**config.mk**
```make
export PLATFORM = sky130hd
export DESIGN_NAME = adc_ctl
export DESIGN_NICKNAME = d
export VERILOG_FILES = /design/src/pkg/adc_ctl_pkg.sv /design/src/pkg/result_if.sv /design/src/verilog/mod_rate_div.sv /design/src/verilog/sinc3_decim.sv /design/src/verilog/adc_ctl.sv
export SDC_FILE = /design/constraint.sdc
export NUM_CORES = 2
export LEC_CHECK = 0
export BUFFER_PORTS_ARGS = -buffer_cell sky130_fd_sc_hd__buf_2
export CORE_MARGIN = 1.5
export CORE_UTILIZATION = 45
export CTS_BUF_LIST = sky130_fd_sc_hd__clkbuf_4 sky130_fd_sc_hd__clkbuf_8 sky130_fd_sc_hd__clkbuf_16
export CTS_CLUSTER_DIAMETER = 80
export DETAILED_ROUTE_END_ITERATION = 16
export PLACE_DENSITY = 0.58
export SLEW_MARGIN = 5
export SYNTH_ARGS = -nofsm -noshare
export SYNTH_HDL_FRONTEND = slang
export SYNTH_SLANG_ARGS = --single-unit
```
**constraint.sdc**
```tcl
create_clock -name clk_i -period 13.7 [get_ports clk_i]
set_clock_uncertainty 0.15 [all_clocks]
set_input_delay 0 -clock clk_i [delete_from_list [all_inputs] [get_ports clk_i]]
set_output_delay 0 -clock clk_i [all_outputs]
set_load 0.005 [all_outputs]
```
**src/pkg/adc_ctl_pkg.sv**
```systemverilog
// Constants shared by the converter control block and its helpers.
// Assumes a 200 MHz system clock and modulators stepped by a strobe.
package adc_ctl_pkg;
	localparam int CLK_HZ      = 200_000_000;
	localparam int MOD_HZ      = 512_000;
	localparam int MOD_DIV     = CLK_HZ / MOD_HZ;
	localparam int RATE_MIN_HZ = 10;
	localparam int RATE_MAX_HZ = 1000;
	localparam logic [15:0] RATIO_MIN = 16'(MOD_HZ / RATE_MAX_HZ);
	localparam logic [15:0] RATIO_MAX = 16'(MOD_HZ / RATE_MIN_HZ);
	localparam int RES_MAX = 32767;

	localparam logic [7:0] OFF_STA  = 8'h00;
	localparam logic [7:0] OFF_MSK  = 8'h04;
	localparam logic [7:0] OFF_MODE = 8'h08;
	localparam logic [7:0] OFF_FLT  = 8'h18;
	localparam logic [7:0] OFF_CFG  = 8'h1C;
	localparam logic [7:0] OFF_CUR  = 8'h20;
	localparam logic [7:0] OFF_VT   = 8'h24;
	localparam logic [7:0] OFF_LIM  = 8'h48;
	localparam logic [7:0] OFF_CNT  = 8'h4C;
	localparam logic [7:0] OFF_TH   = 8'h50;
	localparam logic [7:0] OFF_ACC  = 8'h5C;

	localparam int M_CUR_EN  = 0;
	localparam int M_VT_EN   = 1;
	localparam int M_CORE_DN = 2;
	localparam int M_CONT    = 3;
	localparam int M_CHOP    = 4;
	localparam int M_VT_SEL  = 5;
	localparam int M_GND_DIR = 6;
	localparam int M_GND_RES = 7;
	localparam int C_CMP     = 0;
	localparam int C_ACC     = 1;
	localparam int C_CNT     = 2;
	localparam int F_SHIFT   = 16;

	localparam int S_RDY_C = 0;
	localparam int S_RDY_V = 1;
	localparam int S_RDY_T = 2;
	localparam int S_THR   = 4;
	localparam int S_CONT  = 5;
	localparam int S_CNT   = 6;
	localparam int S_ERR_C = 12;
	localparam int S_ERR_V = 13;

	localparam logic [7:0]  MODE_RST  = 8'h00;
	localparam logic [7:0]  MSK_RST   = 8'h00;
	localparam logic [2:0]  CFG_RST   = 3'h0;
	localparam logic [15:0] LIM_RST   = 16'h0001;
	localparam logic [15:0] TH_RST    = 16'h0000;
	localparam logic [5:0]  SHIFT_RST = 6'h0C;
	localparam logic [1:0]  SETTLE_NOCHOP = 2'h3;
	localparam logic [1:0]  SETTLE_CHOP   = 2'h2;
endpackage

```
**src/pkg/result_if.sv**
```systemverilog
// Carries one decimated result from a filter to the control logic.
// Assumes the producer drives every field from flip-flops.
`timescale 1ns/1ps
interface result_if;
	logic        vld;
	logic [15:0] dat;
	logic        ovr;
	logic        settled;
	modport dec (output vld, output dat, output ovr, output settled);
	modport ctl (input vld, input dat, input ovr, input settled);
endinterface

```
**src/verilog/mod_rate_div.sv**
```systemverilog
// Divider giving the one-cycle modulator step strobe.
// Assumes a single free-running system clock.
`timescale 1ns/1ps
module mod_rate_div #(
	parameter int DIV = adc_ctl_pkg::MOD_DIV
) (
	input  wire logic clk_i,
	input  wire logic rst_i,
	output logic      tick_o
);
	logic [15:0] cnt_q;

	always_ff @(posedge clk_i) begin
		if (rst_i) begin
			cnt_q  <= 16'h0000;
			tick_o <= 1'b0;
		end else begin
			tick_o <= (cnt_q == 16'(DIV - 1));
			cnt_q  <= (cnt_q == 16'(DIV - 1)) ? 16'h0000 : cnt_q + 16'h0001;
		end
	end
endmodule

```
**src/verilog/sinc3_decim.sv**
```systemverilog
// Third-order decimation filter turning one modulator bitstream into
// clamped 16-bit results. Assumes bit_i is valid whenever en_i pulses.
`timescale 1ns/1ps
module sinc3_decim #(
	parameter int W = 50
) (
	input  wire logic        clk_i,
	input  wire logic        rst_i,
	input  wire logic        en_i,
	input  wire logic        bit_i,
	input  wire logic        restart_i,
	input  wire logic [15:0] ratio_i,
	input  wire logic [5:0]  shift_i,
	input  wire logic [1:0]  settle_i,
	result_if.dec            res
);
	import adc_ctl_pkg::*;
	localparam logic signed [W-1:0] HI = W'(RES_MAX);
	localparam logic signed [W-1:0] LO = -HI - W'(1);
	logic signed [W-1:0] i1_q, i2_q, i3_q, z0_q, z1_q, z2_q;
	logic signed [W-1:0] c1, c2, c3, sc, i3n;
	logic [15:0]         n_q;
	logic [1:0]          oc_q;
	logic                tick;

	assign tick = en_i && (n_q == ratio_i - 16'h0001);
	// The comb takes the last integrator with this strobe's sample in it.
	// Sampling one step early leaves the third result one count off settled.
	assign i3n  = i3_q + i2_q;
	assign c1   = i3n - z0_q;
	assign c2   = c1 - z1_q;
	assign c3   = c2 - z2_q;
	assign sc   = c3 >>> shift_i;

	// A one maps to +1 and a zero to -1, so an idle input sits at mid scale.
	always_ff @(posedge clk_i) begin
		if (rst_i || restart_i) begin
			i1_q <= '0;
			i2_q <= '0;
			i3_q <= '0;
			n_q  <= 16'h0000;
		end else if (en_i) begin
			i1_q <= i1_q + {{(W-1){~bit_i}}, 1'b1};
			i2_q <= i2_q + i1_q;
			i3_q <= i3_q + i2_q;
			n_q  <= tick ? 16'h0000 : n_q + 16'h0001;
		end
	end

	always_ff @(posedge clk_i) begin
		if (rst_i || restart_i) begin
			z0_q        <= '0;
			z1_q        <= '0;
			z2_q        <= '0;
			oc_q        <= 2'h0;
			res.vld     <= 1'b0;
			res.dat     <= 16'h0000;
			res.ovr     <= 1'b0;
			res.settled <= 1'b0;
		end else begin
			res.vld <= tick;
			if (tick) begin
				z0_q        <= i3n;
				z1_q        <= c1;
				z2_q        <= c2;
				res.settled <= (oc_q >= settle_i - 2'h1);
				oc_q        <= (oc_q == 2'h3) ? oc_q : oc_q + 2'h1;
				res.ovr     <= (sc > HI) || (sc < LO);
				if (sc > HI) begin
					res.dat <= 16'h7FFF;
				end else if (sc < LO) begin
					res.dat <= 16'h8000;
				end else begin
					res.dat <= sc[15:0];
				end
			end
		end
	end
endmodule

```
**src/verilog/adc_ctl.sv**
```systemverilog
// Control, result and status logic for two sigma-delta converter channels.
// Assumes classic Wishbone from software and synchronous modulator bits.
// How it works
// - Each channel decimates its bitstream to 16-bit results at 10 Hz to 1 kHz.
// - Current channel counts conversions and flags when the programmed count elapses.
// - Current result magnitudes above the programmed threshold raise an interrupt flag.
// - With accumulation on, every settled current result adds into a 32-bit sum.
// - Current channel settles after three conversions, or two with chopping.
// - Continuous option flags every current conversion, settled or not.
// - Voltage/temperature channel settles three conversions after an input change.
// - Second channel input selects battery voltage or on-chip temperature sensor.
// - Status upper byte holds flags that never reach the interrupt.
// - Status low-byte flags are ORed into one interrupt request.
// - Each interrupt source has its own mask bit.
// - Reading the current result clears every result-ready flag.
// - With current channel off, reading the other result clears all ready flags.
// - A new result waits until that channel's ready flag is cleared.
// - With the core powered down, the latest result is always written.
// - Software drives the ground switch: open, grounded directly, or grounded through a resistor.
// - Comparator flags magnitude over threshold; reconfiguration clears the flag.
// - Out-of-range results clamp to full scale and set the channel error flag.
// - Continuous flag sets each current conversion and clears on current result read.
//
// The Wishbone interface to the registers and the register offsets are this design's own decisions.
`timescale 1ns/1ps
module adc_ctl #(
	parameter int W   = 50,
	parameter int DIV = adc_ctl_pkg::MOD_DIV
) (
	input  wire logic        clk_i,
	input  wire logic        rst_i,
	input  wire logic        wb_cyc_i,
	input  wire logic        wb_stb_i,
	input  wire logic        wb_we_i,
	input  wire logic [7:0]  wb_adr_i,
	input  wire logic [3:0]  wb_sel_i,
	input  wire logic [31:0] wb_dat_i,
	output logic      [31:0] wb_dat_o,
	output logic             wb_ack_o,
	input  wire logic        mod_cur_i,
	input  wire logic        mod_vt_i,
	output logic             mod_stb_o,
	output logic             vt_sel_o,
	output logic             chop_o,
	output logic             gnd_direct_o,
	output logic             gnd_res_o,
	output logic             irq_o
);
	import adc_ctl_pkg::*;

	result_if cres ();
	result_if vres ();

	logic [7:0]  msk_q;
	logic [7:0]  mode_q;
	logic [2:0]  cfg_q;
	logic [15:0] ratio_q;
	logic [5:0]  shift_q;
	logic [15:0] lim_q;
	logic [15:0] cnt_q;
	logic [15:0] th_q;
	logic [31:0] acc_q;
	logic [15:0] cur_q;
	logic [15:0] vt_q;
	logic        rdy_c_q;
	logic        rdy_v_q;
	logic        rdy_t_q;
	logic        thr_q;
	logic        cont_q;
	logic        cnt_f_q;
	logic        err_c_q;
	logic        err_v_q;
	logic [15:0] sta;
	logic [31:0] rd;
	logic [31:0] wv;
	logic        req;
	logic        wr;
	logic        rd_cur;
	logic        rd_vt;
	logic        rd_sta;
	logic        reconf;
	logic        vt_switch;
	logic        clr_rdy;
	logic        cv;
	logic        vv;
	logic        cur_set;
	logic        wr_cur;
	logic        wr_vt;
	logic        core_dn;
	logic [15:0] mag;
	logic [15:0] nr;
	logic [1:0]  cur_settle;

	function automatic logic [31:0] merge(logic [31:0] o, logic [31:0] n, logic [3:0] s);
		logic [31:0] r;
		r = o;
		for (int b = 0; b < 4; b++) begin
			if (s[b]) begin
				r[8*b +: 8] = n[8*b +: 8];
			end
		end
		return r;
	endfunction

	assign req       = wb_cyc_i && wb_stb_i && !wb_ack_o;
	assign wr        = req && wb_we_i;
	assign rd_cur    = req && !wb_we_i && (wb_adr_i[7:2] == OFF_CUR[7:2]);
	assign rd_vt     = req && !wb_we_i && (wb_adr_i[7:2] == OFF_VT[7:2]);
	assign rd_sta    = req && !wb_we_i && (wb_adr_i[7:2] == OFF_STA[7:2]);
	assign wv        = merge(rd, wb_dat_i, wb_sel_i);
	assign nr        = wv[15:0];
	assign reconf    = wr && ((wb_adr_i[7:2] == OFF_MODE[7:2])
		|| (wb_adr_i[7:2] == OFF_FLT[7:2]) || (wb_adr_i[7:2] == OFF_CFG[7:2]));
	assign vt_switch = wr && (wb_adr_i[7:2] == OFF_MODE[7:2])
		&& (wv[M_VT_SEL] != mode_q[M_VT_SEL]);
	assign core_dn   = mode_q[M_CORE_DN];
	assign cv        = cres.vld && mode_q[M_CUR_EN];
	assign vv        = vres.vld && mode_q[M_VT_EN];
	assign cur_set   = cv && cres.settled;
	assign clr_rdy   = rd_cur || (rd_vt && !mode_q[M_CUR_EN]);
	assign wr_cur    = cur_set && (!rdy_c_q || core_dn);
	assign wr_vt     = vv && vres.settled
		&& (!(mode_q[M_VT_SEL] ? rdy_t_q : rdy_v_q) || core_dn);
	assign mag       = cres.dat[15] ? 16'(~cres.dat + 16'h0001) : cres.dat;
	assign cur_settle = mode_q[M_CHOP] ? SETTLE_CHOP : SETTLE_NOCHOP;

	// Shared modulator step and one filter per channel.
	mod_rate_div #(.DIV(DIV)) u_div (
		.clk_i  (clk_i),
		.rst_i  (rst_i),
		.tick_o (mod_stb_o)
	);

	sinc3_decim #(.W(W)) u_cur (
		.clk_i     (clk_i),
		.rst_i     (rst_i),
		.en_i      (mod_stb_o),
		.bit_i     (mod_cur_i),
		.restart_i (reconf || !mode_q[M_CUR_EN]),
		.ratio_i   (ratio_q),
		.shift_i   (shift_q),
		.settle_i  (cur_settle),
		.res       (cres.dec)
	);

	// An input mux change is a mode write, so it restarts the current channel as well as the second one.
	sinc3_decim #(.W(W)) u_vt (
		.clk_i     (clk_i),
		.rst_i     (rst_i),
		.en_i      (mod_stb_o),
		.bit_i     (mod_vt_i),
		.restart_i (reconf || vt_switch || !mode_q[M_VT_EN]),
		.ratio_i   (ratio_q),
		.shift_i   (shift_q),
		.settle_i  (SETTLE_NOCHOP),
		.res       (vres.dec)
	);

	always_comb begin
		sta          = 16'h0000;
		sta[S_RDY_C] = rdy_c_q;
		sta[S_RDY_V] = rdy_v_q;
		sta[S_RDY_T] = rdy_t_q;
		sta[S_THR]   = thr_q;
		sta[S_CONT]  = cont_q;
		sta[S_CNT]   = cnt_f_q;
		sta[S_ERR_C] = err_c_q;
		sta[S_ERR_V] = err_v_q;
	end

	always_comb begin
		case (wb_adr_i[7:2])
			OFF_STA[7:2]:  rd = {16'h0000, sta};
			OFF_MSK[7:2]:  rd = {24'h000000, msk_q};
			OFF_MODE[7:2]: rd = {24'h000000, mode_q};
			OFF_FLT[7:2]:  rd = {10'h000, shift_q, ratio_q};
			OFF_CFG[7:2]:  rd = {29'h00000000, cfg_q};
			OFF_CUR[7:2]:  rd = {16'h0000, cur_q};
			OFF_VT[7:2]:   rd = {16'h0000, vt_q};
			OFF_LIM[7:2]:  rd = {16'h0000, lim_q};
			OFF_CNT[7:2]:  rd = {16'h0000, cnt_q};
			OFF_TH[7:2]:   rd = {16'h0000, th_q};
			OFF_ACC[7:2]:  rd = acc_q;
			default:       rd = 32'h00000000;
		endcase
	end

	// Every access is answered one cycle after the strobe; unmapped words read zero.
	always_ff @(posedge clk_i) begin
		if (rst_i) begin
			wb_ack_o <= 1'b0;
			wb_dat_o <= 32'h00000000;
		end else begin
			wb_ack_o <= req;
			if (req && !wb_we_i) begin
				wb_dat_o <= rd;
			end
		end
	end

	always_ff @(posedge clk_i) begin
		if (rst_i) begin
			msk_q        <= MSK_RST;
			mode_q       <= MODE_RST;
			cfg_q        <= CFG_RST;
			ratio_q      <= RATIO_MIN;
			shift_q      <= SHIFT_RST;
			lim_q        <= LIM_RST;
			th_q         <= TH_RST;
			gnd_direct_o <= 1'b0;
			gnd_res_o    <= 1'b0;
		end else if (wr) begin
			case (wb_adr_i[7:2])
				OFF_MSK[7:2]: msk_q <= wv[7:0];
				OFF_MODE[7:2]: begin
					mode_q       <= wv[7:0];
					gnd_direct_o <= wv[M_GND_DIR];
					gnd_res_o    <= wv[M_GND_RES] && !wv[M_GND_DIR];
				end
				OFF_FLT[7:2]: begin
					// Out-of-range ratios are pinned so the rate stays within limits.
					ratio_q <= (nr < RATIO_MIN) ? RATIO_MIN
						: (nr > RATIO_MAX) ? RATIO_MAX : nr;
					shift_q <= wv[F_SHIFT +: 6];
				end
				OFF_CFG[7:2]: cfg_q <= wv[2:0];
				OFF_LIM[7:2]: lim_q <= (nr == 16'h0000) ? LIM_RST : nr;
				OFF_TH[7:2]:  th_q <= nr;
				default: begin
				end
			endcase
		end
	end

	assign vt_sel_o = mode_q[M_VT_SEL];
	assign chop_o   = mode_q[M_CHOP];

	// Set always wins over a clear arriving in the same cycle.
	always_ff @(posedge clk_i) begin
		if (rst_i) begin
			rdy_c_q <= 1'b0;
			rdy_v_q <= 1'b0;
			rdy_t_q <= 1'b0;
		end else begin
			rdy_c_q <= wr_cur || (rdy_c_q && !clr_rdy);
			rdy_v_q <= (wr_vt && !mode_q[M_VT_SEL]) || (rdy_v_q && !clr_rdy);
			rdy_t_q <= (wr_vt && mode_q[M_VT_SEL]) || (rdy_t_q && !clr_rdy);
		end
	end

	always_ff @(posedge clk_i) begin
		if (rst_i) begin
			cur_q   <= 16'h0000;
			vt_q    <= 16'h0000;
			err_c_q <= 1'b0;
			err_v_q <= 1'b0;
		end else begin
			if (wr_cur) begin
				cur_q   <= cres.dat;
				err_c_q <= cres.ovr;
			end
			if (wr_vt) begin
				vt_q    <= vres.dat;
				err_v_q <= vres.ovr;
			end
		end
	end

	always_ff @(posedge clk_i) begin
		if (rst_i) begin
			cont_q <= 1'b0;
		end else begin
			cont_q <= (cv && mode_q[M_CONT]) || (cont_q && !rd_cur);
		end
	end

	// The threshold test sees every settled result, held back or not.
	always_ff @(posedge clk_i) begin
		if (rst_i) begin
			thr_q <= 1'b0;
		end else begin
			thr_q <= (cur_set && cfg_q[C_CMP] && (mag > th_q))
				|| (thr_q && !reconf);
		end
	end

	always_ff @(posedge clk_i) begin
		if (rst_i || reconf) begin
			cnt_q   <= 16'h0000;
			cnt_f_q <= 1'b0;
		end else begin
			if (cur_set && cfg_q[C_CNT]) begin
				cnt_q <= (cnt_q == lim_q - 16'h0001) ? 16'h0000 : cnt_q + 16'h0001;
			end
			cnt_f_q <= (cur_set && cfg_q[C_CNT] && (cnt_q == lim_q - 16'h0001))
				|| (cnt_f_q && !rd_sta);
		end
	end

	always_ff @(posedge clk_i) begin
		if (rst_i || reconf) begin
			acc_q <= 32'h00000000;
		end else if (cur_set && cfg_q[C_ACC]) begin
			acc_q <= acc_q + {{16{cres.dat[15]}}, cres.dat};
		end
	end

	always_ff @(posedge clk_i) begin
		if (rst_i) begin
			irq_o <= 1'b0;
		end else begin
			irq_o <= |(sta[7:0] & msk_q);
		end
	end
endmodule

```
==> impl_metrics.ini <==
[die]
initial_core_util_pct = 45.2
placementRows = 147
fp.dieH_um = 404
die_area_um2 = 164000
ios = 90
die-width_um = 404
core_area_um2 = 160000

[timing]
fmax_mhz = 77.7
setup_viol = 0
final-hold-violation-count = 0
report.final.slew_viol_count = 0
slew_headroom_pct = 23.8
fin_setup_tns_ns = 0
tightestPinTransition_ns = 1.14
period_share_pct = 94.0
timing.final.crit_period_ns = 12.88
rsz0062_at_grt = no

[setup_path]
critical_path_buf_inv_count = 1
crit_family = compound AO/OA/AOI/OAI gates
crit_end = u_vt.res.dat[1]$_SDFFE_PP0P_
reg2reg_from = u_vt.i2_q[0]$_SDFFE_PP0P_
slowest_stage = o311ai_1
cpPeakStageDelay_ns = 0.58
cpMostUsedCell = a21o_1
cp.required_ns = 14.21
start_kind = register
rrSetupSlack_ns = 0.82
r2r-end = u_vt.res.dat[1]$_SDFFE_PP0P_
path_max_fanout = 15
timing.critical_path.depth = 57
reg2regPathDepth = 57
crit_path_end_kind = register
worstSetupPathType = register to register
startpoint = u_vt.i2_q[0]$_SDFFE_PP0P_
cp_data_arrival_time_ns = 13.39

[synth]
async_flop_share_pct = 0
ys_seq_area_share_pct = 24.5
synth_warnings = 0
yosys_register_bits = 887
synth.avg_cell_area_um2 = 7.60
synth_largest_area_cell = dfxtp_1
syn_inst = 9544
ys.flop_type = dfxtp_1
netlist_area_um2 = 72500
synth_edf_count = 0
synth_fp_nets = 10300
yosysUniqueCellTypes = 105
netlist_top_cells_area = dfxtp_1 (24%), ha_1 (11%), a21oi_1 (7.1%)
yosysTopAreaCellShare_pct = 24.5

[power_and_ir_drop]
p_leak_nw = 32.5
pwr-share-seq_pct = 44.7
p_sw_share_pct = 22.4
power.switching_w = 0.00129
p_int_w = 0.00449
p_per_area_nw_per_um2 = 72.8
pwr-share-clk_pct = 53.1
comb_power_share_pct = 2.2
ir_worst_vdd_uv = 93.9

[global_route]
antenna_found_initial = 0
grt_pass1_wl_mm = 324
overflow = 0
grt_pass1_vias = 63300
grt_max_degree = 181
grt_usage_pct = 23.5

[placement]
gp_congestion = 0.937
dp.cells = 11500
hpwl_mm = 147
numPortBuffers = 76

[hold_path]
hold_path.class = primary input to register

[layout]
final_cell_mix = nand2_1 (1149), a21oi_1 (1027), nor2_1 (1019)
drive_above_1_share_pct = 6.51
fillers = 15800
final-instance-count-excl-fill = 11700
fin_nets = 10200
area_growth_pct = 9.65
layout.cells.most_common = nand2_1

[cts]
clk_path_buf_depth = 3
clkTransAtPathRegs_ns = 0.06
clock_sink_count = 887
clock_latency_ns = 0.77
numCtsBuffers = 107
cts_root_buf = clkbuf_16
cts_tree = yes
htree_levels = 3

[route]
wl_per_cell_um = 16.9
ant_nets = 0
wl_mm = 198
route.vias.total = 66600
drtPass1Iterations = 8
drt_iter0_drc = 4412
route.detailed.drc = 0
viasPerCell = 5.68

[flow_run]
cap_violations = 0

[status]
outcome = finished clean
==> power groups by stage <==
stage	clock network, W	registers (W)	logic, W
floorplan	0	0.00264	0.0000799
global route	0.00326	0.00258	0.000142
detailed placement	0	0.00264	0.000116
global placement	0	0.00264	0.000114
CTS	0.00315	0.00258	0.000128
finish	0.00307	0.00259	0.000129
==> through the flow <==
stage                     area, µm²  total power [W]  utilization [%]  setup WS (ns)  hold slack (ns)
final                         79500          0.00578             49.6          0.822            0.122
after CTS                     79300          0.00587             49.5          0.320           0.0528
after global routing          79500          0.00598             49.6        0.00323            0.119
after global placement        74800          0.00276             46.7          0.485           0.0677
after floorplan               72500          0.00272                -           1.64           0.0719
after detailed placement      74800          0.00276             46.7          0.405           0.0699
==> sequential cells by signal (all words and copies together) (netlist names), 32 cells and up <==
signal and flops:
acc_q 32, u_vt.z2_q 50, u_vt.i3_q 50, u_vt.z0_q 50, u_cur.i3_q 50, u_vt.i2_q 50, u_cur.z1_q 50, u_vt.z1_q 50
u_cur.z2_q 50, u_vt.i1_q 50, u_cur.i1_q 50, wb_dat_o 32, u_cur.z0_q 50, u_cur.i2_q 50
==> worst min path at each step <==
| stage | startpoint | endpoint | cells after the start | slack, ns |
|---|---|---|---|---|
| floorplan | wb_stb_i | wb_ack_o$_SDFF_PP0_ | 2 | 0.07 |
| global placement | rst_i | u_div.tick_o$_SDFF_PP0_ | 2 | 0.07 |
| detailed placement | rst_i | u_div.tick_o$_SDFF_PP0_ | 2 | 0.07 |
| CTS | wb_cyc_i | wb_ack_o$_SDFF_PP0_ | 4 | 0.05 |
| global route | mod_cur_i | u_cur.i1_q[49]$_SDFFE_PP0P_ | 4 | 0.12 |
| finish | mod_cur_i | u_cur.i1_q[49]$_SDFFE_PP0P_ | 4 | 0.12 |
==> synth_stat cells (27+ instances only) <==
master,n
or3_1,67
o22ai_1,30
a221oi_1,30
mux2i_1,349
o31ai_1,33
mux2_2,46
nor3_1,180
dfxtp_1,887
mux4_2,48
and2_1,64
nand3_1,210
a21oi_1,1032
o21a_1,80
a21o_1,294
and3_1,92
o211ai_1,76
a211oi_1,170
nand2_1,1151
and4_1,27
nor2_1,1022
a22oi_1,37
nand4_1,75
nand2b_1,101
inv_1,527
nor2b_1,96
o21ai_0,349
xnor2_1,444
clkbuf_1,362
buf_1,66
ha_1,646
a31oi_1,76
xor2_1,223
or2_2,32
nor4_1,50
a211o_1,33
o21bai_1,96
==> cell type report <==
cell class                 instances  area [µm²]  share of cell area (%)
clock buffer                     150        3190                    4.01
tap                             2160        2700                    3.40
sequential                       887       17800                    22.4
multi-input combinational       7689       51300                    64.5
antenna                            1        2.50                 0.00315
inverter                         533        2010                    2.53
timing repair buffer             247        1840                    2.31
clock inverter                    48         674                   0.848
==> cell families after synthesis <==
logic type,share of synthesized area (%)
AO/OA/AOI/OAI,23.4
buffers and inverters,5.05
adder cells (fa/ha/maj),11.5
XOR/XNOR,8.21
AND/OR/NAND/NOR,20.2
multiplexers,7.04
flip-flops,24.5
==> worst reg2reg max path: cells and delay by family, from the launching register on <==
family,cells,cell delay [ns]
XOR/XNOR,3,0.49
multiplexers,1,0.53
AND/OR/NAND/NOR,17,3.47
adder cells (fa/ha/maj),5,1.68
flip-flops,1,0.33
AO/OA/AOI/OAI,30,5.98
buffers and inverters,1,0.14
==> timing repair <==
item                                    in CTS  in global routing
endpoints found under the setup margin       0                 32
setup buffers                                0                  7
endpoints found under the hold margin      182                  0
hold buffers                                58                  0
resized for setup                            0                 30
==> per-layer routing <==
metal	routed length [µm]	up-vias	global-route usage, %
li1	-	33900	-
met1	95300	31100	32.3
met2	88400	1300	38.5
met3	9060	307	2.77
met4	5420	0	6.77
met5	0	-	0
(Power assumes the default switching activity.)
